File: src/logic/core_regs_params.svh
// Purpose: Constants for the core status and configuration registers
// Assumes: 8-bit data path
// Notes: Included by the design modules
`ifndef CORE_REGS_PARAMS_SVH
`define CORE_REGS_PARAMS_SVH
`define STATUS_ADDR 5'h03
`define BIT_WAKE 7
`define BIT_UNUSED 6
`define BIT_PAGE 5
`define BIT_WDOG 4
`define BIT_SLEEP 3
`define BIT_ZERO 2
`define BIT_NIBBLE 1
`define BIT_CARRY 0
`define CONFIG_RESET 8'hFF
`define STATUS_POR 8'h18
`define WAKE_POR 1'b0
`define PAGE_POR 1'b0
`define WDOG_POR 1'b1
`define SLEEP_POR 1'b1
`define FLAG_POR 1'b0
`define OPERAND_LSB 0
`define OPERAND_MSB 7
`endif

File: src/logic/core_regs_pkg.sv
// Purpose: Types for the core status and configuration registers
// Assumes: Nothing beyond the params header
// Notes: Reset cause encoding
package core_regs_pkg;
  typedef enum logic [1:0] {
    CAUSE_POWER_ON = 2'b00,
    CAUSE_EXTERNAL = 2'b01,
    CAUSE_WATCHDOG = 2'b10,
    CAUSE_PIN_WAKE = 2'b11
  } reset_cause_type;
endpackage

File: src/logic/core_status_and_option_regs.sv
// Purpose: Core status register and write-only prescaler configuration
// Assumes: Instruction decode supplies strobes; one clock
// Notes: Reset cause is presented with a soft reset pulse
`timescale 1ns/100ps
`include "core_regs_params.svh"
module core_status_and_option_regs (
  input wire logic clock,
  input wire logic arst_n,
  input wire logic softReset,
  input wire core_regs_pkg::reset_cause_type resetCause,
  input wire logic [7:0] accumulator,
  input wire logic configLoad,
  input wire logic [4:0] writeAddr,
  input wire logic writeEnable,
  input wire logic [7:0] writeData,
  input wire logic [7:0] operand,
  input wire logic rotate_right_op,
  input wire logic rotate_left_op,
  input wire logic aluCarryUpdate,
  input wire logic aluCarry,
  input wire logic aluNibbleUpdate,
  input wire logic aluNibble,
  input wire logic aluZeroUpdate,
  input wire logic aluZero,
  input wire logic watchdogExpired,
  input wire logic clearWatchdog,
  input wire logic sleepEntered,
  output logic [7:0] statusValue,
  output logic [7:0] prescaleTimerConfig
);
  // ---------------------------------------------
  // Declarations
  // ---------------------------------------------
  logic statusWrite;
  logic flagUpdate;
  logic flagWrite;
  logic carryUpdate;
  logic carryValue;
  logic wakeCause;
  logic pin_change_wake_flag;
  logic program_page_sel;
  logic watchdog_expiry_n;
  logic sleep_entered_n;
  logic zeroFlag;
  logic nibble_overflow_flag;
  logic carryFlag;

  // ---------------------------------------------
  // Status write decode
  // ---------------------------------------------
  always_comb
  begin
    statusWrite = writeEnable && (writeAddr == `STATUS_ADDR);
  end

  // ---------------------------------------------
  // Carry source
  // ---------------------------------------------
  // Rotates take the bit shifted out and override the adder carry
  always_comb
  begin
    if (rotate_right_op)
      carryValue = operand[`OPERAND_LSB];
    else if (rotate_left_op)
      carryValue = operand[`OPERAND_MSB];
    else
      carryValue = aluCarry;
    carryUpdate = aluCarryUpdate || rotate_right_op || rotate_left_op;
  end

  // ---------------------------------------------
  // Flag write blocking
  // ---------------------------------------------
  // One flag update drops the software write to all three flags, so
  // clearing the status register leaves the two untouched flags alone
  always_comb
  begin
    flagUpdate = aluZeroUpdate || aluNibbleUpdate || carryUpdate;
    flagWrite = statusWrite && !flagUpdate;
  end

  // ---------------------------------------------
  // Reset cause
  // ---------------------------------------------
  always_comb
  begin
    wakeCause = (resetCause == core_regs_pkg::CAUSE_PIN_WAKE);
  end

  // ---------------------------------------------
  // Configuration register
  // ---------------------------------------------
  // Feeds the prescaler only; software has no read path to it
  always_ff @(posedge clock or negedge arst_n)
  begin
    if (!arst_n)
      prescaleTimerConfig <= `CONFIG_RESET;
    else if (softReset)
      prescaleTimerConfig <= `CONFIG_RESET;
    else if (configLoad)
      prescaleTimerConfig <= accumulator;
  end

  // ---------------------------------------------
  // Pin-change wake flag
  // ---------------------------------------------
  always_ff @(posedge clock or negedge arst_n)
  begin
    if (!arst_n)
      pin_change_wake_flag <= `WAKE_POR;
    else if (softReset)
      pin_change_wake_flag <= wakeCause;
    else if (statusWrite)
      pin_change_wake_flag <= writeData[`BIT_WAKE];
  end

  // ---------------------------------------------
  // Program page select
  // ---------------------------------------------
  always_ff @(posedge clock or negedge arst_n)
  begin
    if (!arst_n)
      program_page_sel <= `PAGE_POR;
    else if (softReset)
      program_page_sel <= `PAGE_POR;
    else if (statusWrite)
      program_page_sel <= writeData[`BIT_PAGE];
  end

  // ---------------------------------------------
  // Timeout flag
  // ---------------------------------------------
  // Hardware events only; an expiry wins over a clear in the same cycle
  always_ff @(posedge clock or negedge arst_n)
  begin
    if (!arst_n)
      watchdog_expiry_n <= `WDOG_POR;
    else if (watchdogExpired)
      watchdog_expiry_n <= 1'b0;
    else if (clearWatchdog || sleepEntered)
      watchdog_expiry_n <= 1'b1;
  end

  // ---------------------------------------------
  // Power-down flag
  // ---------------------------------------------
  // An expiry cycle leaves this flag as it is
  always_ff @(posedge clock or negedge arst_n)
  begin
    if (!arst_n)
      sleep_entered_n <= `SLEEP_POR;
    else if (!watchdogExpired && clearWatchdog)
      sleep_entered_n <= 1'b1;
    else if (!watchdogExpired && sleepEntered)
      sleep_entered_n <= 1'b0;
  end

  // ---------------------------------------------
  // Zero flag
  // ---------------------------------------------
  status_flag_bit zeroBit (
    .clock(clock),
    .arst_n(arst_n),
    .aluUpdate(aluZeroUpdate),
    .aluValue(aluZero),
    .swWrite(flagWrite),
    .swValue(writeData[`BIT_ZERO]),
    .flag(zeroFlag)
  );

  // ---------------------------------------------
  // Nibble carry flag
  // ---------------------------------------------
  status_flag_bit nibbleBit (
    .clock(clock),
    .arst_n(arst_n),
    .aluUpdate(aluNibbleUpdate),
    .aluValue(aluNibble),
    .swWrite(flagWrite),
    .swValue(writeData[`BIT_NIBBLE]),
    .flag(nibble_overflow_flag)
  );

  // ---------------------------------------------
  // Carry flag
  // ---------------------------------------------
  status_flag_bit carryBit (
    .clock(clock),
    .arst_n(arst_n),
    .aluUpdate(carryUpdate),
    .aluValue(carryValue),
    .swWrite(flagWrite),
    .swValue(writeData[`BIT_CARRY]),
    .flag(carryFlag)
  );

  // ---------------------------------------------
  // Read view
  // ---------------------------------------------
  always_comb
  begin
    statusValue[`BIT_WAKE] = pin_change_wake_flag;
    // Bit 6 is not built and reads as zero
    statusValue[`BIT_UNUSED] = 1'b0;
    statusValue[`BIT_PAGE] = program_page_sel;
    statusValue[`BIT_WDOG] = watchdog_expiry_n;
    statusValue[`BIT_SLEEP] = sleep_entered_n;
    statusValue[`BIT_ZERO] = zeroFlag;
    statusValue[`BIT_NIBBLE] = nibble_overflow_flag;
    statusValue[`BIT_CARRY] = carryFlag;
  end
endmodule

File: src/logic/status_flag_bit.sv
// Purpose: One arithmetic status flag with write blocking
// Assumes: ALU update takes priority over software write
// Notes: Instantiated for zero, nibble carry and carry
`timescale 1ns/100ps
`include "core_regs_params.svh"
module status_flag_bit (
  input wire logic clock,
  input wire logic arst_n,
  input wire logic aluUpdate,
  input wire logic aluValue,
  input wire logic swWrite,
  input wire logic swValue,
  output logic flag
);
  always_ff @(posedge clock or negedge arst_n)
  begin
    if (!arst_n)
      flag <= `FLAG_POR;
    else if (aluUpdate)
      flag <= aluValue;
    else if (swWrite)
      flag <= swValue;
  end
endmodule

File: config.mk
export PLATFORM = sky130hd
export DESIGN_NAME = core_status_and_option_regs
export DESIGN_NICKNAME = d
export VERILOG_FILES = /design/src/logic/core_regs_pkg.sv /design/src/logic/core_status_and_option_regs.sv /design/src/logic/status_flag_bit.sv
export VERILOG_INCLUDE_DIRS = /design/src /design/src/logic
export SDC_FILE = /design/constraint.sdc
export NUM_CORES = 1
export LEC_CHECK = 0
export BUFFER_PORTS_ARGS = -buffer_cell sky130_fd_sc_hd__buf_2
export CAP_MARGIN = 20
export CELL_PAD_IN_SITES_DETAIL_PLACEMENT = 0
export CELL_PAD_IN_SITES_GLOBAL_PLACEMENT = 1
export CORE_UTILIZATION = 27
export CTS_BUF_LIST = sky130_fd_sc_hd__clkbuf_4
export DETAILED_ROUTE_END_ITERATION = 8
export PLACE_DENSITY_LB_ADDON = 0.1
export REMOVE_ABC_BUFFERS = 1
export SYNTH_ARGS = -nofsm -noshare
export SYNTH_HDL_FRONTEND = slang
export SYNTH_HIERARCHICAL = 1
export SYNTH_SLANG_ARGS = --single-unit
export TNS_END_PERCENT = 5
File: constraint.sdc
create_clock -name clock -period 1.2 [get_ports clock]
set_input_delay 0.12 -clock clock [delete_from_list [all_inputs] [get_ports clock]]
set_output_delay 0.12 -clock clock [all_outputs]
set_load 0.03 [all_outputs]
==> out/qor.yml <==
global_routing:
  grtUsageMet2_pct: 18.2
  met1_usage_pct: 14.1
  busiest_layer: "met2"
  grt_max_degree: 17
  grtUsageMet3_pct: 5.58
  grt_usage_pct: 11.4
  antenna_found_initial: 0
  grt_pass1_vias: 670
  grt_pass1_wl_mm: 2.78
  grt_overflow_total: 0
synth:
  synth_commonest_cells: "dfstp_2 (10), a211o_1 (8), buf_4 (8), nor2b_1 (8), nand2_1 (6)"
  synth_cell_type_count: 25
  yosysSeqAreaShare_pct: 49.5
  avgSynthCellArea_um2: 10.9
  synth_area_um2: 783
  ys_ff_latch: 15
  synth-async-reset-ratio_pct: 100
  synth_edf_count: 0
  synthCells: 72
  yosysTopAreaCell: "dfstp_2"
  synth_area_leaders: "dfstp_2 (34%), dfrtp_1 (16%), a211o_1 (8.9%)"
  synth_most_common_cell: "dfstp_2"
  ys_warn_count: 6
  ys.flop_type: "dfstp_2"
  synth_top_cell_area_share_pct: 33.5
cts:
  cts_tree: "yes"
  cts_buffer_depth: 2
  root_buffer: "clkbuf_4"
  clkTransAtPathRegs_ns: 0.08
  cts.sinks: 15
  clk_latency_ns: 0.27
  htreeDepth: 1
  cts_buffers: 3
floorplanning:
  std_cell_rows: 19
  core_um2: 2760
  design.die.area_um2: 3120
  initial_core_util_pct: 28.4
  num_io_pins: 63
  fp.dieW_um: 55.9
  die_h_um: 55.9
drt:
  routed_via_density: 4.42
  route.detailed.drc: 0
  dr.pass1.iters: 3
  finalWirelength_mm: 1.60
  drt_iter0_drc: 9
  wl_per_cell_um: 10.3
  vias: 689
  ant_nets: 0
setup_path:
  crit_chain: "buf_2"
  r2r_cells: 2
  cp.required_ns: 1.08
  critPathCaptureType: "output pin"
  crit_slowest_cell: "dfstp_2"
  crit_type: "flop to output pin"
  slowest_delay_ns: 0.54
  regToRegStartpoint: "pin_change_wake_flag"
  critPathArrivalTime_ns: 1.00
  worstSetupStartpointType: "flop"
  cp_num_buf_inv: 1
  r2r_slack_ns: 0.33
  reg2reg_to: "pin_change_wake_flag"
  cpLargestDelayFamily: "flip-flops"
  crit_fanout: 2
sta:
  finalSetupViolCount: 0
  max_freq_mhz: 890
  rsz0062_at_grt: "no"
  period_share_pct: 93.6
  finalSetupTns_ns: 0
  hold_viol: 0
  slew_viol_final: 0
  clock_skew_ns: 0
  fin_crit_ns: 1.12
run:
  maxCapViolCount: 0
power:
  powerDensity_nw_per_um2: 1050
  ir_worst_vdd_mv: 0.841
  p_leak_nw: 0.543
final_layout:
  nFillCells: 304
  nets: 173
  utilization_pct: 40.3
  drive_above_1_share_pct: 60.0
  area_growth_syn_to_layout_pct: 41.9
  num_antenna_cells: 0
min_path:
  min_from: "accumulator[0]"
  holdPathEnd: "prescaleTimerConfig[0]"
  hold_path.class: "input pin to flop"
  min_path_cells: 2
placement:
  gp_congestion: 0.675
  portBuffers: 52
  dp_hpwl_mm: 1.24
run_status:
  status: "completed"
[layer usage]
| layer | part of all wire (%) | up-vias |
|---|---|---|
| met5 | 0 | - |
| met4 | 0 | 0 |
| met3 | 8.7 | 0 |
| met2 | 47 | 27 |
| met1 | 44 | 307 |
| li1 | - | 355 |
[registers in the layout (all words and copies together) (netlist names)]
signal	flops
sleep_entered_n	1
prescaleTimerConfig	8
carryBit/flag	1
program_page_sel	1
pin_change_wake_flag	1
zeroBit/flag	1
nibbleBit/flag	1
watchdog_expiry_n	1
[placed cells by master (no fill, tap or decap)]
cell type / n
buf_2: 52
dfstp_2: 10
nor2b_1: 8
a211o_1: 8
nand2_1: 6
dfrtp_1: 5
buf_4: 5
mux2i_1: 4
clkbuf_4: 4
o21ai_0: 3
o21ai_1: 3
inv_1: 2
dlygate4sd3_1: 2
or3_1: 1
nand4b_4: 1
or3_4: 1
nor4_2: 1
o31a_2: 1
nor4b_1: 1
o31a_1: 1
or4b_1: 1
o31ai_1: 1
a21oi_1: 1
nor3_1: 1
nor2_1: 1
conb_1: 1
[kinds of logic after synthesis]
| family | count (synthesis) | synth area share [%] |
|---|---|---|
| AO/OA/AOI/OAI | 18 | 16.8 |
| buffers and inverters | 12 | 9.74 |
| flip-flops | 15 | 49.5 |
| multiplexers | 4 | 5.11 |
| other | 1 | 0.479 |
| AND/OR/NAND/NOR | 22 | 18.4 |
[final cells by class]
class / count / area, um2 / area share [%]
Timing Repair Buffer: 59 / 318 / 28.6
Inverter: 2 / 7.51 / 0.676
Multi-Input combinational cell: 45 / 329 / 29.6
Tap cell: 31 / 38.8 / 3.49
Clock buffer: 4 / 30.0 / 2.70
Sequential cell: 15 / 388 / 34.9
[through the flow]
step	total power, mW	instance area (um2)	cells	worst slack, ns	hold slack, ns
6_report	1.17	1110	156	0.0768	0.0503
5_1_grt	1.25	1110	156	0.0228	0.0371
4_1_cts	1.20	1110	156	0.0570	0.0374
3_5_place_dp	0.874	1050	150	-0.337	0.0439
3_3_place_gp	0.873	1050	150	-0.307	0.0487
2_1_floorplan	0.734	714	62	-0.412	-0.176
[power breakdown]
part / leakage [nW] / switching (mW) / internal, mW
combinational: 0.357 / 0.169 / 0.123
clock: 0.0184 / 0.151 / 0.151
sequential: 0.168 / 0.0155 / 0.561
[how the worst max path moves through the flow]
stage	slack (ns)	startpoint	cells past startpoint	to
after floorplan	-0.41	writeAddr[4]	5	carryBit/flag
after global placement	-0.31	writeAddr[4]	7	carryBit/flag
after detailed placement	-0.34	writeAddr[4]	7	zeroBit/flag
after CTS	0.06	prescaleTimerConfig[1]	1	prescaleTimerConfig[1]
after global routing	0.02	prescaleTimerConfig[1]	1	prescaleTimerConfig[1]
final	0.08	watchdog_expiry_n	1	statusValue[4]
[timing repair]
item | in CTS | in global routing
hold endpoints to repair | 6 | 0
hold buffers | 2 | 0
buffers inserted | 0 | 0
resized for setup | 2 | 0
endpoints found under the setup margin | 3 | 0
No activity file was read; power rests on OpenSTA's default activity.
